File: config.mk
export PLATFORM = sky130hd
export DESIGN_NAME = ssadc_conv_ctrl
export DESIGN_NICKNAME = d
export VERILOG_FILES = /design/src/ssadc_pkg.sv /design/src/ssadc_acc_if.sv /design/src/ssadc_accum.sv /design/src/ssadc_conv_ctrl.sv /design/src/ssadc_os_decode.sv
export SDC_FILE = /design/constraint.sdc
export NUM_CORES = 1
export LEC_CHECK = 0
export BUFFER_PORTS_ARGS = -buffer_cell sky130_fd_sc_hd__buf_4
export CAP_MARGIN = 10
export CORE_MARGIN = 3
export CORE_UTILIZATION = 56
export CTS_CLUSTER_SIZE = 30
export DETAILED_ROUTE_END_ITERATION = 8
export PLACE_DENSITY = 0.9
export SLEW_MARGIN = 15
export SYNTH_ARGS = -nofsm -noshare
export SYNTH_HDL_FRONTEND = slang
export SYNTH_SLANG_ARGS = --single-unit
File: constraint.sdc
create_clock -name sys_clk -period 3.1 [get_ports sys_clk]
set_input_delay 0.155 -clock sys_clk [delete_from_list [all_inputs] [get_ports sys_clk]]
set_output_delay 0.155 -clock sys_clk [all_outputs]
set_load 0.05 [all_outputs]
File: src/ssadc_pkg.sv
package ssadc_pkg;
  // register byte offsets on the apb slave
  localparam logic [7:0] CFG_OFFS = 8'h00;
  localparam logic [7:0] CTRL_OFFS = 8'h04;
  localparam logic [7:0] STAT_OFFS = 8'h08;
  localparam logic [7:0] DATA_OFFS = 8'h10;
  // configuration register fields
  localparam int CFG_OS_LSB = 0;
  localparam int CFG_REF_BIT = 3;
  localparam int CFG_RANGE_BIT = 4;
  localparam int CFG_PDN_BIT = 5;
  localparam int CFG_IFACE_BIT = 6;
  localparam int CFG_BYTE_BIT = 7;
  localparam logic [7:0] CFG_RESET = 8'h20;
  // control register fields
  localparam int CTRL_GRP1_BIT = 0;
  localparam int CTRL_GRP2_BIT = 1;
  localparam int CTRL_RST_BIT = 2;
  localparam logic [2:0] CTRL_RESET = 3'h0;
  // status register fields
  localparam int STAT_BUSY_BIT = 0;
  localparam int STAT_OS_LSB = 1;
  localparam int STAT_POWER_DOWN_N_BIT = 4;
  localparam int STAT_SHDN_BIT = 5;
  localparam int STAT_REFINT_BIT = 6;
  localparam int STAT_REFBUF_BIT = 7;
  localparam int STAT_IFACE_LSB = 8;
  // oversampling codes that mean no averaging
  localparam logic [2:0] OS_NONE_LO = 3'h0;
  localparam logic [2:0] OS_NONE_HI = 3'h7;
  // interface mode encoding
  localparam logic [1:0] IFACE_PAR = 2'h0;
  localparam logic [1:0] IFACE_BYTE = 2'h1;
  localparam logic [1:0] IFACE_SER = 2'h2;
  // one sample slot at the full 200 ksps rate, least time rounded up
  localparam int CLK_PERIOD_NS = 40;
  localparam int SAMPLE_PERIOD_NS = 5000;
  localparam int SAMPLE_CYCLES = (SAMPLE_PERIOD_NS + CLK_PERIOD_NS - 1) / CLK_PERIOD_NS;
  typedef enum logic [1:0] {ST_IDLE, ST_CONV, ST_FINISH} ssadc_state_t;
endpackage : ssadc_pkg
File: src/ssadc_acc_if.sv
`timescale 1ns/1ps
interface ssadc_acc_if #(parameter int CH = 8, parameter int DW = 16);
  logic ce;
  logic clear;
  logic add;
  logic finish;
  logic [2:0] osLog;
  logic [CH-1:0] mask;
  logic [CH-1:0][DW-1:0] sample;
  logic [CH-1:0][DW-1:0] result;
  modport ctl (output ce, clear, add, finish, osLog, mask, sample, input result);
  modport acc (input ce, clear, add, finish, osLog, mask, sample, output result);
endinterface : ssadc_acc_if

File: src/ssadc_accum.sv
`timescale 1ns/1ps
module ssadc_accum
  import ssadc_pkg::*;
#(
  parameter int CH = 8,
  parameter int DW = 16,
  parameter int AW = 22
)
(
  input wire logic sys_clk, // system clock
  input wire logic rst_n,   // sync reset
  ssadc_acc_if.acc bus      // accumulate control
);
  genvar i;
  generate
    for (i = 0; i < CH; i++)
    begin : g_ch
      logic signed [AW-1:0] sum;
      logic [DW-1:0] res;
      // running sum of the held channel, then averaged by shift
      always_ff @(posedge sys_clk)
      begin
        if (!rst_n)
        begin
          sum <= '0;
          res <= '0;
        end
        else if (bus.ce)
        begin
          if (bus.clear)
            sum <= '0;
          else if (bus.add && bus.mask[i])
            sum <= sum + AW'(signed'(bus.sample[i]));
          if (bus.finish && bus.mask[i])
            res <= DW'(sum >>> bus.osLog);
        end
      end
      assign bus.result[i] = res;
    end
  endgenerate
endmodule : ssadc_accum

File: src/ssadc_conv_ctrl.sv
// Contract
// - codes 1-6 pick ratio 2 to 64
// - codes 0 and 7 mean no averaging
// - average samples, one word per channel
// - results are 16-bit two's complement
// - reference select high enables internal reference
// - select low powers internal reference down
// - reference buffer stays enabled either way
// - power-up reference mode follows strap level
// - range high 10 V, low 5 V
// - power-down low leaves normal operation
// - range picks standby or shutdown
// - shutdown all off, standby keeps reference
// - interface high: byte or serial by byte
// - both low gives full parallel
// - start one covers 1-4, two covers 5-8
// - start rise holds and converts group
// - results readable at any time
// - reset bit holds device in reset
// - ratio latched at busy fall
//
// The register addresses and the APB slave port were left to the implementer.
`timescale 1ns/1ps
module ssadc_conv_ctrl
  import ssadc_pkg::*;
#(
  parameter int CH = 8,
  parameter int DW = 16
)
(
  input wire logic sys_clk,                    // 25 mhz clock
  input wire logic rst_n,                      // sync reset
  input wire logic ce,                         // clock enable
  input wire logic refSelStrap,                // reference strap level
  input wire logic [CH-1:0][DW-1:0] adcSample, // raw sar codes
  input wire logic psel,                       // apb select
  input wire logic penable,                    // apb enable
  input wire logic pwrite,                     // apb direction
  input wire logic [7:0] paddr,                // apb address
  input wire logic [31:0] pwdata,              // apb write data
  output logic [31:0] prdata,                  // apb read data
  output logic pready,                         // apb ready
  output logic pslverr,                        // apb error
  output logic busy,                           // conversion running
  output logic [CH-1:0] trackHold,             // channel in hold
  output logic refIntEnable,                   // internal reference on
  output logic refBufEnable,                   // reference buffer on
  output logic analogEnable,                   // front end powered
  output logic rangeHigh,                      // 10 v range
  output logic standby,                        // standby state
  output logic shutdown,                       // shutdown state
  output logic [1:0] ifaceMode                 // read interface mode
);
  localparam int HALF = CH / 2;

  logic [7:0] cfg;
  logic [2:0] ctrl;
  logic strapTaken;
  logic grp1Prev;
  logic grp2Prev;
  logic [2:0] osActive;
  logic [2:0] osLog;
  logic [6:0] ratioM1;
  ssadc_state_t state;
  logic [7:0] cycCnt;
  logic [6:0] smpCnt;
  logic [CH-1:0] holdMask;
  logic [13:0] busyLen;
  logic devReset;
  logic powerDown;
  logic rise1;
  logic rise2;
  logic canConv;
  logic slotEnd;
  logic apbWrite;
  logic apbSetup;
  logic mapped;
  logic [31:0] next_prdata;

  ssadc_acc_if #(.CH(CH), .DW(DW)) accBus ();

  ssadc_os_decode u_dec (
    .osCode(osActive),
    .osLog(osLog),
    .ratioM1(ratioM1)
  );

  ssadc_accum #(.CH(CH), .DW(DW), .AW(DW + 6)) u_acc (
    .sys_clk(sys_clk),
    .rst_n(rst_n),
    .bus(accBus)
  );

  // decoded pin levels
  assign devReset = ctrl[CTRL_RST_BIT];
  assign powerDown = !cfg[CFG_PDN_BIT];
  assign rise1 = ctrl[CTRL_GRP1_BIT] && !grp1Prev;
  assign rise2 = ctrl[CTRL_GRP2_BIT] && !grp2Prev;
  assign canConv = !powerDown && !devReset;
  assign slotEnd = (state == ST_CONV) && (cycCnt == 8'(SAMPLE_CYCLES - 1));

  // power, range and reference outputs
  assign standby = powerDown && cfg[CFG_RANGE_BIT];
  assign shutdown = powerDown && !cfg[CFG_RANGE_BIT];
  assign analogEnable = !powerDown;
  assign refIntEnable = cfg[CFG_REF_BIT] && !shutdown;
  assign refBufEnable = !shutdown;
  assign rangeHigh = cfg[CFG_RANGE_BIT];

  // read interface selection
  always_comb
  begin
    if (!cfg[CFG_IFACE_BIT])
      ifaceMode = IFACE_PAR;
    else if (cfg[CFG_BYTE_BIT])
      ifaceMode = IFACE_BYTE;
    else
      ifaceMode = IFACE_SER;
  end

  // apb decode
  assign apbWrite = psel && penable && pwrite && ce;
  assign apbSetup = psel && !penable && ce;
  assign pready = ce;
  assign mapped = (paddr[1:0] == 2'h0) && ((paddr == CFG_OFFS) || (paddr == CTRL_OFFS) || (paddr == STAT_OFFS)
                  || (paddr >= DATA_OFFS && paddr < DATA_OFFS + 8'(4 * CH)));
  assign pslverr = psel && penable && !mapped;

  // configuration register, reference level caught once after reset
  always_ff @(posedge sys_clk)
  begin
    if (!rst_n)
    begin
      cfg <= CFG_RESET;
      strapTaken <= 1'b0;
    end
    else if (ce)
    begin
      if (!strapTaken)
      begin
        cfg[CFG_REF_BIT] <= refSelStrap;
        strapTaken <= 1'b1;
      end
      else if (apbWrite && paddr == CFG_OFFS)
        cfg <= pwdata[7:0];
    end
  end

  // control register with start levels and device reset
  always_ff @(posedge sys_clk)
  begin
    if (!rst_n)
      ctrl <= CTRL_RESET;
    else if (ce && apbWrite && paddr == CTRL_OFFS)
      ctrl <= pwdata[2:0];
  end

  // start level history for edge detection
  always_ff @(posedge sys_clk)
  begin
    if (!rst_n)
    begin
      grp1Prev <= 1'b0;
      grp2Prev <= 1'b0;
    end
    else if (ce)
    begin
      grp1Prev <= ctrl[CTRL_GRP1_BIT];
      grp2Prev <= ctrl[CTRL_GRP2_BIT];
    end
  end

  // read mux, captured in the setup phase
  always_comb
  begin
    next_prdata = 32'h0;
    if (paddr == CFG_OFFS)
      next_prdata[7:0] = cfg;
    else if (paddr == CTRL_OFFS)
      next_prdata[2:0] = ctrl;
    else if (paddr == STAT_OFFS)
    begin
      next_prdata[STAT_BUSY_BIT] = busy;
      next_prdata[STAT_OS_LSB +: 3] = osActive;
      next_prdata[STAT_POWER_DOWN_N_BIT] = standby;
      next_prdata[STAT_SHDN_BIT] = shutdown;
      next_prdata[STAT_REFINT_BIT] = refIntEnable;
      next_prdata[STAT_REFBUF_BIT] = refBufEnable;
      next_prdata[STAT_IFACE_LSB +: 2] = ifaceMode;
    end
    else if (mapped)
      next_prdata[DW-1:0] = accBus.result[3'((paddr - DATA_OFFS) >> 2)];
  end

  always_ff @(posedge sys_clk)
  begin
    if (!rst_n)
      prdata <= 32'h0;
    else if (apbSetup)
      prdata <= next_prdata;
  end

  // conversion sequencer
  always_ff @(posedge sys_clk)
  begin
    if (!rst_n)
    begin
      state <= ST_IDLE;
      cycCnt <= 8'h0;
      smpCnt <= 7'h0;
      holdMask <= '0;
    end
    else if (ce)
    begin
      if (devReset)
      begin
        state <= ST_IDLE;
        holdMask <= '0;
      end
      else
      begin
        unique case (state)
          ST_IDLE:
          begin
            if ((rise1 || rise2) && canConv)
            begin
              state <= ST_CONV;
              holdMask <= {{HALF{rise2}}, {HALF{rise1}}};
              cycCnt <= 8'h0;
              smpCnt <= 7'h0;
            end
          end
          ST_CONV:
          begin
            if (slotEnd)
            begin
              cycCnt <= 8'h0;
              if (smpCnt == ratioM1)
                state <= ST_FINISH;
              else
                smpCnt <= smpCnt + 7'h1;
            end
            else
              cycCnt <= cycCnt + 8'h1;
          end
          ST_FINISH:
          begin
            state <= ST_IDLE;
            holdMask <= '0;
          end
        endcase
      end
    end
  end

  // busy spans every sample slot plus the result transfer
  assign busy = (state != ST_IDLE) && !devReset;
  assign trackHold = holdMask;

  // ratio taken when busy falls, and re-read while in reset
  always_ff @(posedge sys_clk)
  begin
    if (!rst_n)
      osActive <= OS_NONE_LO;
    else if (ce && (devReset || (state == ST_FINISH)))
      osActive <= cfg[CFG_OS_LSB +: 3];
  end

  // busy length counter, read only by the checks below
  always_ff @(posedge sys_clk)
  begin
    if (!rst_n)
      busyLen <= 14'h0;
    else if (ce)
    begin
      if (state == ST_IDLE)
        busyLen <= 14'h1;
      else
        busyLen <= busyLen + 14'h1;
    end
  end

  // accumulator control
  assign accBus.ce = ce;
  assign accBus.clear = (state == ST_IDLE);
  assign accBus.add = slotEnd;
  assign accBus.finish = (state == ST_FINISH);
  assign accBus.osLog = osLog;
  assign accBus.mask = holdMask;
  assign accBus.sample = adcSample;
endmodule : ssadc_conv_ctrl

File: src/ssadc_os_decode.sv
`timescale 1ns/1ps
module ssadc_os_decode
  import ssadc_pkg::*;
(
  input wire logic [2:0] osCode, // oversample code
  output logic [2:0] osLog,      // log2 of ratio
  output logic [6:0] ratioM1     // ratio minus one
);
  // codes 1..6 give ratio 2**code, the two outer codes give no averaging
  always_comb
  begin
    if (osCode == OS_NONE_LO || osCode == OS_NONE_HI)
      osLog = 3'h0;
    else
      osLog = osCode;
    ratioM1 = 7'((8'h01 << osLog) - 8'h01);
  end
endmodule : ssadc_os_decode

==> impl_metrics.tcl, run 1 <==
set metrics [dict create \
    outcome "completed" \
    cts_max_level 2 \
    final.hold.worst_slack_ns 0.0337 \
    gpl_wtd_cong 0.981 \
    cts_tree "yes" \
    crit_chain "ha_1 > fa_1 > a21o_1 > a21oi_2 > o21bai_2 > a2111oi_4 > o31ai_2 > o21ai_2 > nor3_1 > a2111oi_2 > xor2_1 > o21ai_1" \
    ir_worst_vdd_mv 0.420 \
    seqPwrFrac 0.426 \
    io-pin-count 226 \
    synth.cells.most_frequent "sky130_fd_sc_hd__nor2_1, sky130_fd_sc_hd__dfxtp_1, sky130_fd_sc_hd__nand2_1, sky130_fd_sc_hd__a21oi_1, sky130_fd_sc_hd__mux2i_1" \
    final_period_minus_worst_setup_slack_ns 3.06 \
    antenna_left 0 \
    timing.critical_path.max_delay_family "compound AO/OA/AOI/OAI gates" \
    synth_cell_type_count 83 \
    synth.yosys.seq_area_share 0.271 \
    power_density_normalized_to_cell_area_nw_per_um2 356 \
    synth.avg_cell_area_sq_um 8.21 \
    detailedRoute.firstIterationViolations 2849 \
    post_drt_via_cell_ratio 6.55 \
    grt_pass1_vias 24600 \
    core_area_sq_um 45900 \
    cp_num_buf_inv 0 \
    worstSetupEndpointType "flip-flop" \
    routed_wire_length_per_instance_microns 20.8 \
    placedCellCount 3860 \
    post-synth-top-area-cell "sky130_fd_sc_hd__dfxtp_1" \
    timing_worst_setup_path_type "flip-flop to flip-flop" \
    initial_core_util 0.573 \
    cts_root_buffer "sky130_fd_sc_hd__clkbuf_16" \
    layout-drive-gt1-share 0.145 \
    slowest_stage "sky130_fd_sc_hd__fa_1" \
    report.final.hold_viol_count 0 \
    setup.worst_path.start_class "flip-flop" \
    worst_clock_skew_ns 0.0194 \
    syn-cell-area_sq_um 26300 \
    finalNonFillerCells 3950 \
    min_period_over_period 0.987 \
    largest_fanout_on_the_critical_path 2 \
    synth_edf_count 0 \
    fill_cells 3577 \
    synth.most_common_cell "sky130_fd_sc_hd__nor2_1" \
    clock_tree.buffer_depth 3 \
    track_usage 0.314 \
    gr-total-overflow 0 \
    dr.pass1.iters 6 \
    remaining_routing_drc_violations 0 \
    clk_pin_slew_worst_paths_ns 0.06 \
    routed-via-count 25900 \
    chipHeight_microns 223 \
    grt_start_max_net_pins 161 \
    drv_cap 0 \
    io_buffer_count 185 \
    report.final.slew_viol_count 0 \
    finalSetupViolations 0 \
    required_ns 3.55 \
    hold_class "primary input to flip-flop" \
    static-leakage-power_nw 11.8 \
    switching_power_mw 2.60 \
    clock.fmax_mhz 327 \
    floorplan.rows 78 \
    detailedPlacementHpwl_microns 57600 \
    synthCells 3197 \
    tritoncts.num_buffers 42 \
    synth.ff_latch_count 356 \
    data_arrival_at_the_endpoint_of_the_critical_path_ns 3.51 \
    maxSlewHeadroom 0.229 \
    power_frac_clock 0.493 \
    flow.area_growth_from_synthesis_pct 14.9 \
    die_width_microns 223 \
    timing.final.ws_setup_ns 0.0415 \
    grt_antenna_before_repair 1 \
    timing.critical_path.slowest_cell_delay_ns 0.42 \
    clock-sinks 356 \
    die-area_sq_um 49500 \
    synth.yosys.warnings 0 \
    source_to_sink_clock_delay_at_the_later_pin_of_the_worst_skew_pair_ns 0.58 \
    slew_worst_pin_ns 1.15 \
    dp_worst_setup_slack_ns -0.0515 \
    finalWirelength_microns 82100 \
    yosys_most_used_dff "sky130_fd_sc_hd__dfxtp_1" \
    design.final.nets 3679 \
    power_report.internal_total_mw 8.15 \
    power.share.combinational 0.081 \
    grt_pass1_wl_microns 128000 \
    multi_input_area_sq_um 18200 \
    top_cell_type_s_share_of_synthesized_area 0.271 \
    p_sw_frac 0.241 \
    synth-async-reset-ratio 0 \
    ys_top_cells_by_area "sky130_fd_sc_hd__dfxtp_1, sky130_fd_sc_hd__ha_1, sky130_fd_sc_hd__mux2i_1" \
    finalPower_mw 10.8 \
    ff_latch_area_sq_um 7140 \
]
-- power groups by stage --
| stage | registers [mW] | clock network (mW) | logic, mW |
|---|---|---|---|
| 4_1_cts | 4.58 | 5.32 | 0.851 |
| 5_1_grt | 4.58 | 5.52 | 0.937 |
| 3_3_place_gp | 4.68 | 0 | 0.812 |
| 3_5_place_dp | 4.68 | 0 | 0.828 |
| 2_1_floorplan | 4.68 | 0 | 0.535 |
| 6_report | 4.58 | 5.30 | 0.870 |
-- logic make-up after synthesis --
family                   Yosys count  share of synthesized area
AND/OR/NAND/NOR                 1045                      0.178
flip-flops                       356                      0.271
AO/OA/AOI/OAI                    897                      0.227
buffers and inverters            279                     0.0451
other                              1                   0.000143
XOR/XNOR                         156                     0.0520
adder cells (fa/ha/maj)          184                     0.0899
multiplexers                     279                      0.136
-- flip-flops by register name (all words and copies together), names as in the netlist --
signal	cells
ctrl	3
strapTaken	1
u_acc.g_ch.sum	176
grp2Prev	1
prdata	16
grp1Prev	1
cfg	8
smpCnt	7
osActive	3
trackHold	2
u_acc.g_ch.res	128
cycCnt	8
state	2
-- cell type report --
class,instances,share of cell area
Clock inverter,12,0.00635
Sequential cell,356,0.237
Clock buffer,59,0.0417
Multi-Input combinational cell,2577,0.605
Tap cell,600,0.0249
Inverter,48,0.00622
Antenna cell,3,0.000249
Timing Repair Buffer,295,0.0791
-- cell usage in the layout (no fill, tap or decap), types with 87 or more instances in the layout --
master,n
sky130_fd_sc_hd__nor2_1,399
sky130_fd_sc_hd__dfxtp_1,346
sky130_fd_sc_hd__nand2_1,306
sky130_fd_sc_hd__buf_4,270
sky130_fd_sc_hd__a21oi_1,260
sky130_fd_sc_hd__mux2i_1,216
sky130_fd_sc_hd__ha_1,169
sky130_fd_sc_hd__o21ai_0,164
sky130_fd_sc_hd__xnor2_1,92
sky130_fd_sc_hd__nor3_1,87
-- final timing paths --
kind	from	endpoint	cells past startpoint	slack [ns]
hold reg to reg	u_acc.g_ch[3].res[3]	u_acc.g_ch[3].res[3]	2	0.48
setup reg to reg	u_acc.g_ch[7].sum[0]	u_acc.g_ch[7].sum[20]	12	0.04
setup / recovery	u_acc.g_ch[7].sum[0]	u_acc.g_ch[7].sum[20]	12	0.04
hold / removal	adcSample[63]	u_acc.g_ch[3].sum[21]	4	0.03
-- stage by stage --
stage | cell area [sq um] | util | TNS [ns]
floorplan | 26300 | - | 0
global placement | 28400 | 0.619 | 0
detailed placement | 28400 | 0.619 | -0.0515
CTS | 30000 | 0.653 | 0
global route | 30200 | 0.658 | -0.0162
finish | 30200 | 0.658 | 0
-- worst register-to-register path, delay by kind of cell (launching register included) --
family,cells,cell delay (ns)
and+or+nand+nor,1,0.08
AOI/OAI and AO/OA,8,1.71
DFF,1,0.33
adders and majority gates,2,0.64
xor gates and xnor gates,1,0.18
-- repair_timing --
item	4_1_cts	5_1_grt
endpoints found under the hold margin	15	0
gates cloned	0	0
setup buffers	0	2
gates resized for setup	2	36
endpoints found under the setup margin	2	16
pin swaps	1	11
hold buffers	14	0
-- layer usage --
layer	global-route usage	wire, microns	up-vias
met5	0	0	-
met4	0.193	5240	0
met3	0.0691	8370	351
met2	0.512	37800	1450
met1	0.378	30700	12100
li1	-	-	12000
Power figures use the tool's default switching activity.
==> run 2: changes to the inputs <==
PLACE_DENSITY = 0.89   (was 0.9)
SYNTH_HIERARCHICAL = 1   (was default)
==> impl_metrics.tcl, run 2 <==
set metrics [dict create \
    cts_tree "yes" \
    final_common_cell "sky130_fd_sc_hd__nand2_1" \
    timing.final.ws_setup_ns 0.122 \
    power_density_normalized_to_cell_area_nw_per_um2 330 \
    clock-sinks 356 \
    synth.ff_latch_count 356 \
    flow.area_growth_from_synthesis_pct 13.4 \
    rsz0062_at_grt "yes" \
    highest-signal-layer "met4" \
    initial_core_util 0.569 \
    biggestRegsByFlops "u_acc/g_ch.sum x176, u_acc/g_ch.res x128, prdata x16" \
    wl_met2_microns 36800 \
    top_cell_type_s_share_of_synthesized_area 0.255 \
    post-synth-top-area-cell "sky130_fd_sc_hd__dfxtp_1" \
    yosys_most_used_dff "sky130_fd_sc_hd__dfxtp_1" \
    area_fraction_in_compound_gates_after_synthesis 0.236 \
    io_buffer_count 185 \
    dr.pass1.iters 7 \
    finalPower_mw 10.5 \
    largest_fanout_on_the_critical_path 3 \
    flip_flop_count_of_the_largest_register_after_layout 176 \
    static-leakage-power_nw 14.7 \
    route.met3.wl_microns 7950 \
    min_period_over_period 0.961 \
    synth-async-reset-ratio 0 \
    rr_endpoint "u_acc/g_ch[3].sum[20]" \
    timing.setup.tns_ns 0 \
    chipHeight_microns 229 \
    synthCells 3253 \
    holdPathStages 4 \
    grt_antenna_before_repair 0 \
    synth.cells.most_frequent "sky130_fd_sc_hd__nand2_1, sky130_fd_sc_hd__dfxtp_1, sky130_fd_sc_hd__ha_1, sky130_fd_sc_hd__o21ai_0, sky130_fd_sc_hd__mux2i_1" \
    met1_length_microns 33000 \
    design.final.nets 3741 \
    routed-via-count 26600 \
    timing.critical_path.slowest_cell_delay_ns 0.39 \
    floorplan.rows 81 \
    largest_register "u_acc/g_ch.sum" \
    final_period_minus_worst_setup_slack_ns 2.98 \
    report.final.slew_viol_count 0 \
    antenna_left 0 \
    tritoncts.num_buffers 40 \
    detailedRoute.firstIterationViolations 3045 \
    dp_worst_setup_slack_ns 0.0456 \
    remaining_routing_drc_violations 0 \
    slew_worst_pin_ns 1.03 \
    gpl_wtd_cong 0.940 \
    syn-cell-area_sq_um 27900 \
    layout_common_cells "sky130_fd_sc_hd__nand2_1, sky130_fd_sc_hd__dfxtp_1, sky130_fd_sc_hd__buf_4" \
    synth.yosys.seq_area_share 0.255 \
    final_design_area_no_fill_sq_um 31700 \
    combinational_family_with_the_most_area_after_synthesis "compound AO/OA/AOI/OAI gates" \
    drv_cap 0 \
    finalSetupViolations 0 \
    slowest_stage "sky130_fd_sc_hd__fa_1" \
    io-pin-count 226 \
    synth.avg_cell_area_sq_um 8.58 \
    synth.area.mux_share 0.140 \
    ff2ff_setup_slack_ns 0.12 \
    clock.fmax_mhz 336 \
    data_arrival_at_the_endpoint_of_the_critical_path_ns 3.48 \
    grt_pass1_vias 24800 \
    setup.worst_path.start_class "flip-flop" \
    worstHoldStart "adcSample[80]" \
    grt_start_max_net_pins 73 \
    synth.yosys.warnings 6 \
    post_drt_via_cell_ratio 6.54 \
    worstSetupEndpointType "flip-flop" \
    synth_xor_xnor_area_share 0.0395 \
    grt_pass1_wl_microns 128000 \
    routed_wire_length_per_instance_microns 19.8 \
    outcome "completed" \
    worst_clock_skew_ns 0.0131 \
    die-area_sq_um 52600 \
    clk_pin_slew_worst_paths_ns 0.06 \
    synth_cell_type_count 99 \
    required_ns 3.60 \
    finalWirelength_microns 80800 \
    placedCellCount 3982 \
    gr-total-overflow 0 \
    source_to_sink_clock_delay_at_the_later_pin_of_the_worst_skew_pair_ns 0.56 \
    clock_tree.buffer_depth 3 \
    layout-drive-gt1-share 0.147 \
    track_usage 0.291 \
    ir_worst_vdd_mv 0.301 \
    regToRegStartpoint "u_acc/g_ch[3].sum[0]" \
    finalNonFillerCells 4074 \
    crit_chain "ha_2 > inv_1 > fa_1 > and2b_1 > o21ai_1 > a21boi_2 > o221ai_2 > o2111a_2 > o31ai_2 > nand3_1 > a2111oi_2 > nand3b_1" \
    final.hold.worst_slack_ns 0.0276 \
    post_route_utilization 0.645 \
    cts_max_level 2 \
    hold_class "primary input to flip-flop" \
    die_width_microns 229 \
    synth_edf_count 0 \
    r2r_cells 12 \
    maxSlewHeadroom 0.307 \
    detailedPlacementHpwl_microns 57600 \
    synth_adder_area_share 0.0846 \
    timing.hold.worst_endpoint "u_acc/g_ch[5].sum[0]" \
    cts_root_buffer "sky130_fd_sc_hd__clkbuf_16" \
    synth_simple_gate_area_frac 0.195 \
    ys_top_cells_by_area "sky130_fd_sc_hd__dfxtp_1, sky130_fd_sc_hd__mux4_2, sky130_fd_sc_hd__ha_1" \
    core_area_sq_um 49100 \
    timing_worst_setup_path_type "flip-flop to flip-flop" \
    synth.most_common_cell "sky130_fd_sc_hd__nand2_1" \
    report.final.hold_viol_count 0 \
    placed_area_sq_um 30100 \
]
-- run 2: cell types whose count changed in the layout (fill, tap and decap cells not counted), sizes merged, moves of 43 or more --
cell / change
nor3: -52
and2: +45
a311oi: -68
mux2i: -65
inv: +47
nor2: -280
mux4: +43
nor2b: +80
nand3: +84
o211a: +134
nand2: +130
a21oi: -115
-- run 2: worst max path at each step --
stage	from	endpoint	slack, ns	depth (start not counted)
after CTS	u_acc/g_ch[3].sum[0]	u_acc/g_ch[3].sum[20]	0.02	12
final	u_acc/g_ch[3].sum[0]	u_acc/g_ch[3].sum[20]	0.12	12
after global routing	u_acc/g_ch[3].sum[0]	u_acc/g_ch[3].sum[20]	-0.06	12
after detailed placement	u_acc/g_ch[3].sum[0]	u_acc/g_ch[3].sum[20]	0.05	12
after floorplan	u_acc/g_ch[3].sum[0]	u_acc/g_ch[3].sum[20]	0.36	12
after global placement	u_acc/g_ch[6].sum[0]	u_acc/g_ch[6].sum[18]	0.14	12
-- run 2: metal layers --
layer  vias up  global-route usage
met4         0               0.106
met1     12600               0.393
met2      1457               0.465
met5         -                   0
met3       236              0.0540
li1      12400                   -
-- run 2: where the power goes --
part / switching, mW / total (mW) / leakage (nW) / internal [mW]
logic: 0.532 / 0.909 / 11.2 / 0.377
clock network: 2.03 / 4.97 / 0.663 / 2.94
registers: 0.00409 / 4.58 / 2.87 / 4.58
total: 2.56 / 10.5 / 14.7 / 7.90
-- run 2: critical path, delay by kind of cell (launching register included) --
kind	cells	cell delay, ns
AO/OA/AOI/OAI	6	1.37
flip-flops	1	0.36
adder cells (fa/ha/maj)	2	0.61
AND/OR/NAND/NOR	3	0.51
buffers and inverters	1	0.06
-- run 2: cells by family after synthesis --
family	count (synthesis)
AO/OA/AOI/OAI	899
XOR/XNOR	126
adder cells (fa/ha/maj)	184
buffers and inverters	323
flip-flops	356
multiplexers	260
other	1
AND/OR/NAND/NOR	1104
-- run 2: what timing repair did --
action | CTS | global route
setup buffers | 0 | 2
setup endpoints to repair | 0 | 12
resized for setup | 0 | 19
hold buffers | 20 | 0
endpoints found under the hold margin | 24 | 0
-- run 2: final cells by class --
cell class                      count  area (sq um)
Clock buffer                       52          1150
Antenna cell                        1          2.50
Clock inverter                     17           204
Multi-Input combinational cell   2589         19500
Fill cell                        3795         17400
Inverter                           95           359
Tap cell                          664           831
Sequential cell                   356          7130
Timing Repair Buffer              300          2440
